### config.mk
export PLATFORM = sky130hd
export DESIGN_NAME = dpl_top
export DESIGN_NICKNAME = d
export VERILOG_FILES = /design/src/verilog/dpl_pkg.sv /design/src/verilog/dpl_top.sv
export VERILOG_INCLUDE_DIRS = /design/src /design/src/verilog
export SDC_FILE = /design/constraint.sdc
export NUM_CORES = 1
export LEC_CHECK = 0
export BUFFER_PORTS_ARGS = -buffer_cell sky130_fd_sc_hd__buf_2
export CAP_MARGIN = 20
export CORE_MARGIN = 3
export CORE_UTILIZATION = 45
export CTS_CLUSTER_SIZE = 16
export DETAILED_ROUTE_END_ITERATION = 10
export GPL_ROUTABILITY_DRIVEN = 0
export GPL_TIMING_DRIVEN = 1
export PLACE_DENSITY = 0.6
export SYNTH_ARGS = -nofsm -noshare
export SYNTH_HDL_FRONTEND = slang
export SYNTH_SLANG_ARGS = --single-unit
### constraint.sdc
create_clock -name i_clk_sys -period 8.1 [get_ports i_clk_sys]
set_input_delay 1.62 -clock i_clk_sys [delete_from_list [all_inputs] [get_ports i_clk_sys]]
set_output_delay 1.62 -clock i_clk_sys [all_outputs]
set_load 0.1 [all_outputs]
### src/verilog/dpl_map.svh
// register offsets, field positions, reset values and limits of the divider and lock block
`ifndef DPL_MAP_SVH
`define DPL_MAP_SVH

// ---------------------------------------------------------------
// register byte offsets
// ---------------------------------------------------------------
`define DPL_OFS_CTRL      12'h000
`define DPL_OFS_LOOP1_REF 12'h004
`define DPL_OFS_LOOP1_FB  12'h008
`define DPL_OFS_CHDIV     12'h00c
`define DPL_OFS_LOOP2_REF 12'h010
`define DPL_OFS_LOOP2_N   12'h014
`define DPL_OFS_LOOP2_CAL 12'h018
`define DPL_OFS_WINDOW    12'h01c
`define DPL_OFS_CNT1      12'h020
`define DPL_OFS_CNT2      12'h024
`define DPL_OFS_STATUS    12'h028
`define DPL_OFS_IRQ_STAT  12'h02c
`define DPL_OFS_IRQ_MASK  12'h030

// ---------------------------------------------------------------
// ctrl fields
// ---------------------------------------------------------------
`define DPL_CTRL_MODE_LSB   0
`define DPL_CTRL_VCO_SEL    3
`define DPL_CTRL_OSC_DIV    4
`define DPL_CTRL_DOUBLER    5
`define DPL_CTRL_FB_MUX     6
`define DPL_CTRL_HOLD_SET   7
`define DPL_CTRL_CLKIN_SEL  8

// ---------------------------------------------------------------
// reset values
// ---------------------------------------------------------------
`define DPL_RST_CTRL      32'h0000_0000
`define DPL_RST_LOOP1_REF 32'h0011_0001
`define DPL_RST_LOOP1_FB  32'h0101_0001
`define DPL_RST_CHDIV     32'h0001_0001
`define DPL_RST_LOOP2_REF 32'h0002_0001
`define DPL_RST_LOOP2_N   32'h0000_0001
`define DPL_RST_WINDOW    32'h0000_0404
`define DPL_RST_CNT       32'h0001_0001

// ---------------------------------------------------------------
// divide limits
// ---------------------------------------------------------------
`define DPL_P_MIN 3'h2
`define DPL_P_MAX 4'h8
`define DPL_N_MIN 19'h0_0001
`define DPL_N_MAX 19'h4_03e7

`endif

### src/verilog/dpl_pkg.sv
// types shared by the divider and lock block
package dpl_pkg;
  // operating modes of the clock conditioner
  typedef enum logic [2:0] {
    DPL_DUAL_INT      = 3'b000,
    DPL_DUAL_INT_ZD   = 3'b001,
    DPL_DUAL_EXT_ZD   = 3'b010,
    DPL_SINGLE_INT    = 3'b011,
    DPL_SINGLE_INT_ZD = 3'b100,
    DPL_DUAL_EXT      = 3'b101,
    DPL_SINGLE_EXT    = 3'b110
  } dpl_mode_t;
endpackage : dpl_pkg

### src/verilog/dpl_top.sv
// divider paths, digital lock detection and apb registers of the dual loop clock block
//
// Contract
// - loop1 reference: selected input divided by its pre-divider times loop1 reference divider.
// - loop1 feedback internal: vcxo over loop1 fb divider, osc divider when output divided.
// - loop1 feedback zero-delay: vco, optional post divider, mux-chosen output channel divider.
// - loop2 reference: osc input over loop2 reference divider, doubled first when enabled.
// - loop2 feedback internal vco: prescaler times n, post divider first when selected.
// - single-loop zero-delay: output channel divider replaces prescaler before n divider.
// - during calibration internal modes use calibration n with prescaler instead of n.
// - prescaler accepts every divide from two through eight.
// - n divider accepts every divide from one through 263143.
// - calibration n differs only single-loop zero-delay; ignored with external vco.
// - three lock events: loop1, loop2, holdover exit with own counts.
// - lock event only after lock count in-window phase detector cycles.
// - any out-of-window cycle resets accumulated count to zero.
// - loop lock event asserts that loop's lock indication.
// - holdover exit event leaves holdover mode.
`timescale 1ns/1ns
`include "dpl_map.svh"

// ---------------------------------------------------------------
// pulse divider
// ---------------------------------------------------------------
module dpl_div #(
  parameter int W = 19
) (
  // clock and reset
  input  wire logic         i_clk_sys,
  input  wire logic         i_reset_n,
  // edge stream
  input  wire logic         i_in,
  input  wire logic [W-1:0] i_div,
  output logic              o_out
);
  logic [W-1:0] cnt;
  logic         last;
  assign last = (i_div <= W'(1)) || (cnt >= i_div - W'(1));

  always_ff @(posedge i_clk_sys) begin
    if (!i_reset_n) begin
      cnt <= '0;
    end else if (i_in) begin
      cnt <= last ? '0 : cnt + W'(1);
    end
  end

  always_ff @(posedge i_clk_sys) begin
    if (!i_reset_n) begin
      o_out <= 1'b0;
    end else begin
      o_out <= i_in && last;
    end
  end
endmodule : dpl_div

// ---------------------------------------------------------------
// digital lock detector
// ---------------------------------------------------------------
module dpl_lock (
  // clock and reset
  input  wire logic        i_clk_sys,
  input  wire logic        i_reset_n,
  // phase detector edges
  input  wire logic        i_enable,
  input  wire logic        i_ref,
  input  wire logic        i_fb,
  input  wire logic [7:0]  i_window,
  input  wire logic [13:0] i_count,
  // result
  output logic             o_locked,
  output logic             o_event
);
  logic [7:0]  since_fb;
  logic [7:0]  wait_cnt;
  logic        pending;
  logic [13:0] cnt;
  logic [13:0] target;
  logic        eval_in;
  logic        eval_out;
  logic        early_ok;

  assign target   = (i_count == 14'h0000) ? 14'h0001 : i_count;
  assign early_ok = i_fb || (since_fb <= i_window);

  always_comb begin
    eval_in  = 1'b0;
    eval_out = 1'b0;
    if (pending && i_fb) begin
      eval_in = 1'b1;
    end else if (pending && (wait_cnt >= i_window || i_ref)) begin
      eval_out = 1'b1;
    end else if (i_ref && early_ok) begin
      eval_in = 1'b1;
    end
  end

  always_ff @(posedge i_clk_sys) begin
    if (!i_reset_n) begin
      since_fb <= 8'hff;
    end else if (i_fb) begin
      since_fb <= 8'h00;
    end else if (since_fb != 8'hff) begin
      since_fb <= since_fb + 8'h01;
    end
  end

  always_ff @(posedge i_clk_sys) begin
    if (!i_reset_n || !i_enable) begin
      pending  <= 1'b0;
      wait_cnt <= 8'h00;
    end else if (i_ref && !early_ok && !(pending && i_fb)) begin
      pending  <= 1'b1;
      wait_cnt <= 8'h00;
    end else if (eval_in || eval_out) begin
      pending  <= 1'b0;
    end else if (pending) begin
      wait_cnt <= wait_cnt + 8'h01;
    end
  end

  always_ff @(posedge i_clk_sys) begin
    if (!i_reset_n || !i_enable) begin
      cnt <= 14'h0000;
    end else if (eval_out) begin
      cnt <= 14'h0000;
    end else if (eval_in && cnt < target) begin
      cnt <= cnt + 14'h0001;
    end
  end

  always_ff @(posedge i_clk_sys) begin
    if (!i_reset_n || !i_enable) begin
      o_locked <= 1'b0;
      o_event  <= 1'b0;
    end else begin
      o_event <= eval_in && !o_locked && (cnt + 14'h0001 >= target);
      if (eval_out) begin
        o_locked <= 1'b0;
      end else if (eval_in && cnt + 14'h0001 >= target) begin
        o_locked <= 1'b1;
      end
    end
  end
endmodule : dpl_lock

// ---------------------------------------------------------------
// top level
// ---------------------------------------------------------------
module dpl_top (
  // clock and reset
  input  wire logic        i_clk_sys,
  input  wire logic        i_reset_n,
  // apb slave
  input  wire logic        i_psel,
  input  wire logic        i_penable,
  input  wire logic        i_pwrite,
  input  wire logic [11:0] i_paddr,
  input  wire logic [31:0] i_pwdata,
  output logic             o_pready,
  output logic [31:0]      o_prdata,
  output logic             o_pslverr,
  // clock edge streams, one pulse per edge
  input  wire logic        i_clkin0_edge,
  input  wire logic        i_clkin1_edge,
  input  wire logic        i_osc_rise,
  input  wire logic        i_osc_fall,
  input  wire logic        i_vco_edge,
  input  wire logic        i_vco_cal,
  input  wire logic        i_holdover_enter,
  // phase detector edges
  output logic             o_pd1_ref,
  output logic             o_pd1_fb,
  output logic             o_pd2_ref,
  output logic             o_pd2_fb,
  // status
  output logic             o_loop1_locked,
  output logic             o_loop2_locked,
  output logic             o_holdover,
  output logic             o_irq
);
  // ---------------------------------------------------------------
  // registers
  // ---------------------------------------------------------------
  logic [31:0] ctrl, l1_ref, l1_fb, chdiv, l2_ref, l2_n, l2_cal, window, cnt1, cnt2;
  logic [2:0]  irq_stat, irq_mask;
  logic        wr_en, rd_en, addr_ok;
  logic        int_vco, zero_dly, single_zd, cal_on, use_vdiv;
  dpl_pkg::dpl_mode_t mode;
  assign mode  = dpl_pkg::dpl_mode_t'(ctrl[`DPL_CTRL_MODE_LSB +: 3]);
  assign wr_en = i_psel && i_penable && i_pwrite && !o_pready;
  assign rd_en = i_psel && i_penable && !i_pwrite && !o_pready;

  always_comb begin
    case (i_paddr)
      `DPL_OFS_CTRL, `DPL_OFS_LOOP1_REF, `DPL_OFS_LOOP1_FB, `DPL_OFS_CHDIV,
      `DPL_OFS_LOOP2_REF, `DPL_OFS_LOOP2_N, `DPL_OFS_LOOP2_CAL, `DPL_OFS_WINDOW,
      `DPL_OFS_CNT1, `DPL_OFS_CNT2, `DPL_OFS_STATUS, `DPL_OFS_IRQ_STAT,
      `DPL_OFS_IRQ_MASK: addr_ok = 1'b1;
      default: addr_ok = 1'b0;
    endcase
  end

  always_ff @(posedge i_clk_sys) begin
    if (!i_reset_n) begin
      ctrl   <= `DPL_RST_CTRL;
      l1_ref <= `DPL_RST_LOOP1_REF;
      l1_fb  <= `DPL_RST_LOOP1_FB;
      chdiv  <= `DPL_RST_CHDIV;
      l2_ref <= `DPL_RST_LOOP2_REF;
      l2_n   <= `DPL_RST_LOOP2_N;
      l2_cal <= `DPL_RST_LOOP2_N;
      window <= `DPL_RST_WINDOW;
      cnt1   <= `DPL_RST_CNT;
      cnt2   <= `DPL_RST_CNT;
      irq_mask <= 3'h0;
    end else if (wr_en) begin
      case (i_paddr)
        `DPL_OFS_CTRL:      ctrl   <= {23'h000000, i_pwdata[8:0]};
        `DPL_OFS_LOOP1_REF: l1_ref <= {8'h00, i_pwdata[23:16], 2'h0, i_pwdata[13:0]};
        `DPL_OFS_LOOP1_FB:  l1_fb  <= {5'h00, i_pwdata[26:24], 5'h00, i_pwdata[18:16],
                                       2'h0, i_pwdata[13:0]};
        `DPL_OFS_CHDIV:     chdiv  <= {5'h00, i_pwdata[26:16], 5'h00, i_pwdata[10:0]};
        `DPL_OFS_LOOP2_REF: l2_ref <= {13'h0000, i_pwdata[18:16], 4'h0, i_pwdata[11:0]};
        `DPL_OFS_LOOP2_N:   l2_n   <= {13'h0000, i_pwdata[18:0]};
        `DPL_OFS_LOOP2_CAL: l2_cal <= {13'h0000, i_pwdata[18:0]};
        `DPL_OFS_WINDOW:    window <= {16'h0000, i_pwdata[15:0]};
        `DPL_OFS_CNT1:      cnt1   <= {2'h0, i_pwdata[29:16], 2'h0, i_pwdata[13:0]};
        `DPL_OFS_CNT2:      cnt2   <= {18'h00000, i_pwdata[13:0]};
        `DPL_OFS_IRQ_MASK:  irq_mask <= i_pwdata[2:0];
        default: ;
      endcase
    end
  end

  // apb answer one cycle into the access phase
  always_ff @(posedge i_clk_sys) begin
    if (!i_reset_n) begin
      o_pready  <= 1'b0;
      o_pslverr <= 1'b0;
      o_prdata  <= 32'h0000_0000;
    end else begin
      o_pready  <= i_psel && i_penable && !o_pready;
      o_pslverr <= i_psel && i_penable && !o_pready && !addr_ok;
      if (rd_en) begin
        case (i_paddr)
          `DPL_OFS_CTRL:      o_prdata <= ctrl;
          `DPL_OFS_LOOP1_REF: o_prdata <= l1_ref;
          `DPL_OFS_LOOP1_FB:  o_prdata <= l1_fb;
          `DPL_OFS_CHDIV:     o_prdata <= chdiv;
          `DPL_OFS_LOOP2_REF: o_prdata <= l2_ref;
          `DPL_OFS_LOOP2_N:   o_prdata <= l2_n;
          `DPL_OFS_LOOP2_CAL: o_prdata <= l2_cal;
          `DPL_OFS_WINDOW:    o_prdata <= window;
          `DPL_OFS_CNT1:      o_prdata <= cnt1;
          `DPL_OFS_CNT2:      o_prdata <= cnt2;
          `DPL_OFS_STATUS:    o_prdata <= {28'h0000000, cal_on, o_holdover,
                                           o_loop2_locked, o_loop1_locked};
          `DPL_OFS_IRQ_STAT:  o_prdata <= {29'h00000000, irq_stat};
          `DPL_OFS_IRQ_MASK:  o_prdata <= {29'h00000000, irq_mask};
          default:            o_prdata <= 32'h0000_0000;
        endcase
      end
    end
  end

  // ---------------------------------------------------------------
  // mode decode
  // ---------------------------------------------------------------
  assign int_vco   = (mode == dpl_pkg::DPL_DUAL_INT) || (mode == dpl_pkg::DPL_DUAL_INT_ZD)
                  || (mode == dpl_pkg::DPL_SINGLE_INT) || (mode == dpl_pkg::DPL_SINGLE_INT_ZD);
  assign zero_dly  = (mode == dpl_pkg::DPL_DUAL_INT_ZD) || (mode == dpl_pkg::DPL_DUAL_EXT_ZD);
  assign single_zd = (mode == dpl_pkg::DPL_SINGLE_INT_ZD);
  assign cal_on    = i_vco_cal && int_vco;
  assign use_vdiv  = ctrl[`DPL_CTRL_VCO_SEL] && int_vco;

  // ---------------------------------------------------------------
  // loop1 reference path
  // ---------------------------------------------------------------
  logic pre0_out, pre1_out, l1_ref_in, l1_ref_out;

  dpl_div #(.W(4)) u_pre0 (.i_clk_sys(i_clk_sys), .i_reset_n(i_reset_n),
    .i_in(i_clkin0_edge), .i_div(l1_ref[19:16]), .o_out(pre0_out));
  dpl_div #(.W(4)) u_pre1 (.i_clk_sys(i_clk_sys), .i_reset_n(i_reset_n),
    .i_in(i_clkin1_edge), .i_div(l1_ref[23:20]), .o_out(pre1_out));
  assign l1_ref_in = ctrl[`DPL_CTRL_CLKIN_SEL] ? pre1_out : pre0_out;
  dpl_div #(.W(14)) u_l1r (.i_clk_sys(i_clk_sys), .i_reset_n(i_reset_n),
    .i_in(l1_ref_in), .i_div(l1_ref[13:0]), .o_out(l1_ref_out));

  // ---------------------------------------------------------------
  // shared vco post divider and channel divider
  // ---------------------------------------------------------------
  logic vdiv_out, vco_path, ch_out;
  logic [10:0] ch_div;
  dpl_div #(.W(3)) u_vdiv (.i_clk_sys(i_clk_sys), .i_reset_n(i_reset_n),
    .i_in(i_vco_edge), .i_div(l1_fb[26:24]), .o_out(vdiv_out));
  assign vco_path = use_vdiv ? vdiv_out : i_vco_edge;
  assign ch_div = ctrl[`DPL_CTRL_FB_MUX] ? chdiv[26:16] : chdiv[10:0];
  dpl_div #(.W(11)) u_ch (.i_clk_sys(i_clk_sys), .i_reset_n(i_reset_n),
    .i_in(vco_path), .i_div(ch_div), .o_out(ch_out));

  // ---------------------------------------------------------------
  // loop1 feedback path
  // ---------------------------------------------------------------
  logic oscd_out, l1_fb_in, l1_fb_out;
  dpl_div #(.W(3)) u_oscd (.i_clk_sys(i_clk_sys), .i_reset_n(i_reset_n),
    .i_in(i_osc_rise), .i_div(l1_fb[18:16]), .o_out(oscd_out));

  assign l1_fb_in = zero_dly ? ch_out
                  : (ctrl[`DPL_CTRL_OSC_DIV] ? oscd_out : i_osc_rise);
  dpl_div #(.W(14)) u_l1n (.i_clk_sys(i_clk_sys), .i_reset_n(i_reset_n),
    .i_in(l1_fb_in), .i_div(l1_fb[13:0]), .o_out(l1_fb_out));

  // ---------------------------------------------------------------
  // loop2 reference path
  // ---------------------------------------------------------------
  logic l2_ref_in, l2_ref_out;
  assign l2_ref_in = i_osc_rise || (ctrl[`DPL_CTRL_DOUBLER] && i_osc_fall);
  dpl_div #(.W(12)) u_l2r (.i_clk_sys(i_clk_sys), .i_reset_n(i_reset_n),
    .i_in(l2_ref_in), .i_div(l2_ref[11:0]), .o_out(l2_ref_out));

  // ---------------------------------------------------------------
  // loop2 feedback path
  // ---------------------------------------------------------------
  logic [2:0]  p_eff;
  logic [18:0] n_raw, n_eff;
  logic        p_out, l2_n_in, l2_fb_out, l2_src;

  assign p_eff = (l2_ref[18:16] < `DPL_P_MIN) ? `DPL_P_MIN : l2_ref[18:16];
  assign l2_src = int_vco ? vco_path : i_vco_edge;
  dpl_div #(.W(4)) u_p (.i_clk_sys(i_clk_sys), .i_reset_n(i_reset_n),
    .i_in(l2_src), .i_div((l2_ref[18:16] == 3'h0) ? `DPL_P_MAX : {1'b0, p_eff}),
    .o_out(p_out));

  // prescaler or channel divider, then n or calibration n
  // calibration n only with internal vco
  assign n_raw   = cal_on ? l2_cal[18:0] : l2_n[18:0];
  assign l2_n_in = (single_zd && !cal_on) ? ch_out : p_out;
  assign n_eff = (n_raw < `DPL_N_MIN) ? `DPL_N_MIN
               : ((n_raw > `DPL_N_MAX) ? `DPL_N_MAX : n_raw);
  dpl_div #(.W(19)) u_l2n (.i_clk_sys(i_clk_sys), .i_reset_n(i_reset_n),
    .i_in(l2_n_in), .i_div(n_eff), .o_out(l2_fb_out));

  always_ff @(posedge i_clk_sys) begin
    if (!i_reset_n) begin
      o_pd1_ref <= 1'b0;
      o_pd1_fb  <= 1'b0;
      o_pd2_ref <= 1'b0;
      o_pd2_fb  <= 1'b0;
    end else begin
      o_pd1_ref <= l1_ref_out;
      o_pd1_fb  <= l1_fb_out;
      o_pd2_ref <= l2_ref_out;
      o_pd2_fb  <= l2_fb_out;
    end
  end

  // ---------------------------------------------------------------
  // lock detection
  // ---------------------------------------------------------------
  logic lk1, lk2, ev1, ev2, evh;

  // three detectors, holdover on loop1 window
  dpl_lock u_lock1 (.i_clk_sys(i_clk_sys), .i_reset_n(i_reset_n), .i_enable(1'b1),
    .i_ref(l1_ref_out), .i_fb(l1_fb_out), .i_window(window[7:0]), .i_count(cnt1[13:0]),
    .o_locked(lk1), .o_event(ev1));
  dpl_lock u_lock2 (.i_clk_sys(i_clk_sys), .i_reset_n(i_reset_n), .i_enable(1'b1),
    .i_ref(l2_ref_out), .i_fb(l2_fb_out), .i_window(window[15:8]), .i_count(cnt2[13:0]),
    .o_locked(lk2), .o_event(ev2));
  dpl_lock u_lockh (.i_clk_sys(i_clk_sys), .i_reset_n(i_reset_n), .i_enable(o_holdover),
    .i_ref(l1_ref_out), .i_fb(l1_fb_out), .i_window(window[7:0]), .i_count(cnt1[29:16]),
    .o_locked(), .o_event(evh));

  always_ff @(posedge i_clk_sys) begin
    if (!i_reset_n) begin
      o_loop1_locked <= 1'b0;
      o_loop2_locked <= 1'b0;
    end else begin
      o_loop1_locked <= lk1;
      o_loop2_locked <= lk2;
    end
  end

  // holdover exit; entry wins on a tie
  always_ff @(posedge i_clk_sys) begin
    if (!i_reset_n) begin
      o_holdover <= 1'b0;
    end else if (i_holdover_enter || (wr_en && i_paddr == `DPL_OFS_CTRL
                                      && i_pwdata[`DPL_CTRL_HOLD_SET])) begin
      o_holdover <= 1'b1;
    end else if (evh) begin
      o_holdover <= 1'b0;
    end
  end

  // ---------------------------------------------------------------
  // interrupts
  // ---------------------------------------------------------------
  always_ff @(posedge i_clk_sys) begin
    if (!i_reset_n) begin
      irq_stat <= 3'h0;
    end else begin
      irq_stat <= (irq_stat & ~((wr_en && i_paddr == `DPL_OFS_IRQ_STAT) ? i_pwdata[2:0] : 3'h0))
                | {evh, ev2, ev1};
    end
  end

  always_ff @(posedge i_clk_sys) begin
    if (!i_reset_n) begin
      o_irq <= 1'b0;
    end else begin
      o_irq <= |(irq_stat & irq_mask);
    end
  end
endmodule : dpl_top

# Word-level counts from Yosys, hierarchy flattened

Memories as Yosys holds them, arrays and structs flattened.
Cells that the tools add are included.
Widths: inputs -> output; s select.

Reduce and logical (&&, ||, !) cells: 127
Bitwise gates (word level): 8
Equality and inequality tests: 19
Add/subtract/negate cells: 29
Multiplexer cells: 57
Shift operators: 0
$lt $le $gt $ge: 35
Multiply operators: 0
Divide/modulo/power cells: 0

Operator list:

| kind                  | number |
|---|---|
| $pmux 30 s13          | 1 |
| $mux 19               | 4 |
| $add 14x1->14 const B | 5 |
| $ge 14x14->1          | 5 |
| $mux 14               | 5 |
| $eq 12x6->1 const B   | 5 |
| $logic_and 1x1->1     | 51 |
| $add 8x1->8 const B   | 6 |
| $eq 12x5->1 const B   | 4 |
| $mux 8                | 6 |
| $logic_not 14->1      | 3 |
| $lt 14x14->1          | 3 |
| $mux 1                | 30 |
| $le 14x1->1 const B   | 2 |
| $reduce_and 2->1      | 14 |
| $sub 14x1->14 const B | 2 |
| $logic_or 1x1->1      | 26 |
| $eq 12x4->1 const B   | 2 |
| $ge 8x8->1            | 3 |
| $le 8x8->1            | 3 |
| $ne 8x8->1 const B    | 3 |
| $mux 11               | 2 |
| $add 19x1->19 const B | 1 |
| $ge 19x19->1          | 1 |
| 39 further kinds      | 88 |

Bits in read-only memories: 64
Output and inout bits: 42
Bits in writable memories: 0
Memories kept: 1
Bits of input ports: 56
Word-level logic and storage cells: 337
Flip-flop bits (word level): 430
Bits in latches: 0

Memories:

| name            | depth | width | read ports | clocked after memory_dff | write ports | RTL line       | source |
|---|---|---|---|---|---|---|---|
| (no name shown) | 64    | 1     | 1          | 0                        | 0           | dpl_top.sv:195 | `case (i_paddr)` |

# Depth between registers and ports, before layout

Depth after elaboration: 13
Mapped depth: 22
Gate-level depth less buffers: 19

# Hierarchy

From an unflattened synthesis, not the netlist that was laid out.

Cell total of the unflattened synthesis: 3,238
Area, all modules: 26,623.0 µm²

By module, submodules not included:

| module               | sequential area each (µm²) | instances | cells an instance | area an instance (µm²) |
|---|---|---|---|---|
| dpl_top              | 4,624.4                    | 1         | 1,321             | 10,551.4 |
| dpl_lock (u_lock2)   | 660.6                      | 1         | 326               | 2,718.9 |
| dpl_lock (u_lockh)   | 660.6                      | 1         | 326               | 2,706.3 |
| dpl_lock (u_lock1)   | 660.6                      | 1         | 322               | 2,666.3 |
| dpl_div (u_l2n)      | 400.4                      | 1         | 210               | 1,717.9 |
| dpl_div (u_l1n)      | 300.3                      | 1         | 141               | 1,214.9 |
| dpl_div (u_l1r)      | 300.3                      | 1         | 142               | 1,179.9 |
| dpl_div (u_l2r)      | 260.2                      | 1         | 144               | 1,137.3 |
| dpl_div (u_p ...)    | 100.1                      | 3         | 39                | 366.6 |
| dpl_div (u_ch)       | 240.2                      | 1         | 123               | 1,044.8 |
| dpl_div (u_oscd ...) | 80.1                       | 2         | 33                | 292.8 |

# Least setup slack after synthesis

No wires, ideal clock.

Kind: input-to-reg
Start: input port i_vco_cal
End: register u_l2n.cnt[10]
Required time: 8.022 ns
Setup time: 0.078 ns
Arrival time: 5.880 ns
Path buffers: 4
Cell stages on the path: 21
Path slack: 2.142 ns
Path through: clkbuf_1 > and2_1 > buf_2 > o32ai_2 > a21oi_1 > buf_2 > nor3_1 > and3_1 > ha_1 > nand2_1 > or3_1 > nor4b_2 > xnor2_1 > ha_1 > a2111o_1 > a2111oi_0 > nand4_1 > o211ai_1 > a21oi_2 > buf_2 > nor3_1

Cells in the longest elaborated chain, start to end: 9
Elaborated cells between the ends (all ways): 14
Those cells by class: 1 x add/sub; 4 x order compare; 5 x mux; 4 x reduce/logical

RTL lines:

| what                   | RTL line       | source |
|---|---|---|
| from (decl)            | dpl_top.sv:169 | `input wire logic i_vco_cal,` |
| $logic_and 1x1->1 (*)  | dpl_top.sv:274 | `assign cal_on = i_vco_cal && int_vco;` |
| $mux 19                | dpl_top.sv:337 | `assign n_raw = cal_on ? l2_cal[18:0] : l2_n[18:0];` |
| $gt 19x19->1 (no line) | n/a            |  |
| $mux 19                | dpl_top.sv:340 | `` : ((n_raw > `DPL_N_MAX) ? `DPL_N_MAX : n_raw); `` |
| $mux 19                | dpl_top.sv:339 | `` assign n_eff = (n_raw < `DPL_N_MIN) ? `DPL_N_MIN `` |
| $sub 19x1->19          | dpl_top.sv:38  | `assign last = (i_div <= W'(1)) \|\| (cnt >= i_div - W'(1));` |
| $ge 19x19->1           | dpl_top.sv:38  |  |
| $logic_or 1x1->1       | dpl_top.sv:38  |  |
| $mux 19                | dpl_top.sv:44  | `cnt <= last ? '0 : cnt + W'(1);` |
| to (signal assigned)   | dpl_top.sv:44  |  |
| to (decl)              | dpl_top.sv:36  | `logic [W-1:0] cnt;` |

Every way passes the cells marked *; elsewhere a longest branch is shown, timed or not.
A chain may end at the register's enable or synchronous reset.

# Worst setup path after layout

Start: input port i_vco_cal
End: register u_l2n.o_out

Cells in the longest elaborated chain, start to end: 9
Elaborated cells between the ends (all ways): 14
Those cells by class: 1 x add/sub; 4 x order compare; 4 x mux; 5 x reduce/logical

RTL lines:

| what                   | RTL line       | source |
|---|---|---|
| $logic_and 1x1->1 (*)  | dpl_top.sv:274 |  |
| $mux 19                | dpl_top.sv:337 |  |
| $gt 19x19->1 (no line) | n/a            |  |
| $mux 19                | dpl_top.sv:340 |  |
| $mux 19                | dpl_top.sv:339 |  |
| $sub 19x1->19          | dpl_top.sv:38  |  |
| $ge 19x19->1           | dpl_top.sv:38  |  |
| $logic_or 1x1->1       | dpl_top.sv:38  |  |
| $logic_and 1x1->1 (*)  | dpl_top.sv:52  | `o_out <= i_in && last;` |
| to (signal assigned)   | dpl_top.sv:52  |  |
| to (decl)              | dpl_top.sv:34  | `output logic o_out` |

Marks and branches as above.

==> implementation parameters <==
Parameter                              Value

Drt
  WL per Instance ... 20.30 um
  Number of iterations in the first detailed-routing pass ... 6
  DRC violations left ... 0
  Count of nets left with antenna violations after detail routing ... 0
  Total wire length after detailed routing ... ~80 mm
  DRC violation total after the first TritonRoute iteration ... approximately 2.1k
  Vias per std cell ... a little under 6
  Total via count in the routed design ... ~23k

STA
  Final setup fails ... 0
  Setup Total Neg Slack ... 0 ps
  Final min period ... around 6700 ps
  Final worst-path setup slack ... 1379 ps
  Relative max-transition margin ... 25.82%
  Fin crit share ... 82.98%
  Slew at the pin closest to its max-slew limit ... about 1100 ps
  Maximum clock frequency ... between 100 and 150 MHz
  Final number of hold-violating endpoints ... 0
  Unrepaired setup endpoints after global routing ... no
  Worst Skew ... roughly 20 ps
  Number of max-slew violations in the final report ... 0

Layout
  Post-route core utilization ... 50.72%
  Net count, final ... between 3k and 4k
  Area of all placed cells without fillers ... roughly 0.028 mm2
  Fraction of final layout cells with drive strength greater than 1 ... between 8 and 9%
  Final instance count without filler cells ... between 3k and 4k
  Synth-to-layout area growth ... 11.02%

Global routing
  Initial antenna violation count ... 8
  Total overflow reported by the global router ... 0
  Total routing resource utilization after global routing ... about a quarter
  Vias in the first global route ... between 20k and 25k
  Maximum number of pins on one net before global-route repair ... 92
  First-pass GRT wire length ... 126.9 mm

Critical path
  Crit Reg-Reg Endpoint ... u_l2n.o_out$_SDFF_PN0_
  Worst EP required ... a little under 9000 ps
  Startpoint of the worst-slack reg-to-reg timing path ... ctrl[0]$_SDFFE_PN0P_
  Endpoint of the most critical setup path ... u_l2n.o_out$_SDFF_PN0_
  Kind of critical path ... primary input to register
  Cell count of the worst reg-to-reg path ... 19
  Crit path capture type ... register
  Arrival time reported for the critical path endpoint ... 7260 ps
  Internal reg-to-reg setup slack ... ~1500 ps
  Largest fanout on the critical path ... 19
  Kind of start point of the critical path ... primary input
  Launching element of the worst setup path ... i_vco_cal

Synth
  Synthesis-stage register bit count ... 428
  Main flop type after synthesis ... dfxtp_1
  Proportion of synthesized chip area in sequential cells ... ~34%
  Unique cell type count in the Yosys netlist ... 76
  Yosys synthesis warning count ... 0
  Mapped cell area ... between 0.02 and 0.03 mm2
  Synth async-reset ratio ... 0%
  Syn_area_per_cell ... ~8.1 um2
  Number of flops mapped to enable cells by yosys ... 0
  Number of standard cells after synthesis ... between 3k and 4k

Floorplan
  Total number of placement rows ... 86
  Full die area ... 0.05903 mm2
  Core Box Area ... between 0.05 and 0.06 mm2
  Initial standard-cell utilization of the core ... between 40% and 50%
  Num ports ... a little under 100
  Die Span Y ... 243.0 um
  Chip width ... between 200 and 250 um

Placement
  Number of placed cells counting well taps ... 3867
  Worst slack at placement ... between 800 and 900 ps
  Port bufs ... 93
  Detail Placement HPWL ... 58.44 mm
  Area of placed instances ... ~0.026 mm2

Clock network
  Count of cells resized by post-cts repair ... 0
  CTS buffer count ... 50
  Number of hold buffers added after cts ... 0
  Number of buffers between clock root and the deepest sink ... 3
  TritonCTS clock tree ... yes
  Post-CTS setup repair buffer count ... 0
  Clock H-tree levels ... 2
  Clk sink count ... about 430
  Clk_lat worst skew ... between 600 and 700 ps
  Worst-path clk slew ... around 60 ps
  Root Driver ... clkbuf_16

Power
  Max rail drop VDD ... 235.8 uV
  Cell leakage power ... roughly 10 nW
  Total power density per cell area ... roughly 180 mW/mm2

Run status
  Outcome ... finished clean

Hold path
  Worst Hold Class ... register to register

Job
  # Max-Cap Violations ... 0
[worst max-delay path, cell delays in order]
cell	delay [ps]
buf_2	220
and2_1	450
mux2i_1	460
a21oi_1	270
nor3_1	580
and3_1	320
ha_1	220
nand2_1	110
nor3_1	510
a311oi_1	190
a311oi_1	360
ha_1	200
nand4_1	120
nor4_1	330
nor3_1	100
a21oi_1	130
o211ai_1	150
a21oi_2	670
and2_1	210
[how the worst min path moves through the flow]
stage / startpoint / slack, ps / endpoint / depth (start not counted)
final: u_lock1.o_locked$_SDFFE_PP0P_ / 430 / u_lock1.o_event$_SDFF_PN0_ / 1
after global placement: u_lockh.o_locked$_SDFFE_PP0P_ / 410 / u_lockh.o_event$_SDFF_PP0_ / 1
after CTS: u_lock1.o_locked$_SDFFE_PP0P_ / 430 / u_lock1.o_event$_SDFF_PN0_ / 1
after global routing: u_lockh.o_locked$_SDFFE_PP0P_ / 450 / u_lockh.o_event$_SDFF_PP0_ / 1
after floorplan: u_lock1.o_locked$_SDFFE_PP0P_ / 400 / u_lock1.o_event$_SDFF_PN0_ / 1
after detailed placement: u_lock1.o_locked$_SDFFE_PP0P_ / 420 / u_lock1.o_event$_SDFF_PN0_ / 1
[stage by stage]
step / hold WS (ps) / total power [mW]
2_1_floorplan: 401.3 / 2.592
3_3_place_gp: 413.9 / 2.706
3_5_place_dp: 420.2 / 2.723
4_1_cts: 432.4 / 5.010
5_1_grt: 446.9 / 5.153
6_report: 432.8 / 4.967
[registers in the layout, indices dropped and copies added (netlist names), 9 cells and up]
signal,cells
ctrl,9
cnt2,15
o_prdata,30
cnt1,28
u_l2r.cnt,12
u_lock2.cnt,14
u_lockh.cnt,14
l1_fb,20
u_l1n.cnt,14
u_lock1.cnt,14
u_ch.cnt,11
u_l1r.cnt,14
u_l2n.cnt,19
l2_cal,19
l1_ref,22
chdiv,22
l2_ref,15
window,16
l2_n,19
[cell usage in the layout, fill, tap and decap left out, drive strengths merged, types with 28 or more instances in the layout]
cell type / netlist / routed
nand3: 100 / 100
and3: 30 / 30
inv: 120 / 121
nor2: 203 / 203
xnor2: 115 / 115
a21oi: 310 / 310
nand4: 52 / 52
a21o: 32 / 32
a211oi: 31 / 31
nand2b: 32 / 32
nor3: 83 / 83
or3: 37 / 37
dfxtp: 428 / 428
mux2i: 37 / 37
o31ai: 28 / 28
ha: 258 / 258
o21ai: 119 / 119
clkbuf: 115 / 69
nand2: 526 / 526
buf: 23 / 123
xor2: 83 / 83
[Yosys cell counts (all sizes together) (28+ instances only)]
cell / count / area, um2
nand2: 526 / 1974
xor2: 83 / 727.0
o31ai: 28 / 210.2
a211oi: 31 / 232.7
ha: 258 / 3228
dfxtp: 428 / 8568
nor2: 203 / 767.0
inv: 120 / 450.4
mux2i: 37 / 374.1
nand4: 52 / 325.3
and3: 30 / 187.7
a21o: 32 / 240.2
a21oi: 310 / 1555
or3: 37 / 231.5
o21ai: 119 / 595.6
clkbuf: 115 / 431.7
nor3: 83 / 440.4
nand3: 100 / 500.5
xnor2: 115 / 1007
nand2b: 32 / 200.2
[routing by layer]
layer	track usage [%]	vias to the layer above	share of wire, %
met2	43.54	856	45
met5	0	-	0.068
met1	34.82	11130	43
met4	10.25	8	3.7
met3	5.225	180	8.3
li1	-	11260	-
[report_power, final]
part | internal (mW) | leakage [nW] | switching, mW
clock | 1.34 | 0.796 | 0.945
combinational | 0.160 | 6.16 | 0.312
sequential | 2.15 | 3.46 | 0.0584
total | 3.65 | 10.4 | 1.32
[area by class of cell]
type                       count  area (um2)
antenna                        3       7.507
tap                          748       935.9
inverter                     120       455.4
multi-input combinational   2449       15760
sequential                   428        8568
clock inverter                19       232.7
clock buffer                  69        1404
timing repair buffer         123       693.2
fill                        5322       27250
[cells by family (layout without fill, tap and decap cells)]
kind of cell | count (synthesis) | in the layout | synth area share [%]
compound gates | 732 | 732 | 18.15
xor+xnor | 198 | 198 | 6.863
fa+ha+maj | 258 | 258 | 12.78
buf+inv | 258 | 331 | 3.942
flops | 428 | 428 | 33.91
mux | 43 | 43 | 1.748
other cells | 2 | 6 | 0.02972
simple gates | 1215 | 1215 | 22.58
Power figures use the tool's default switching activity.
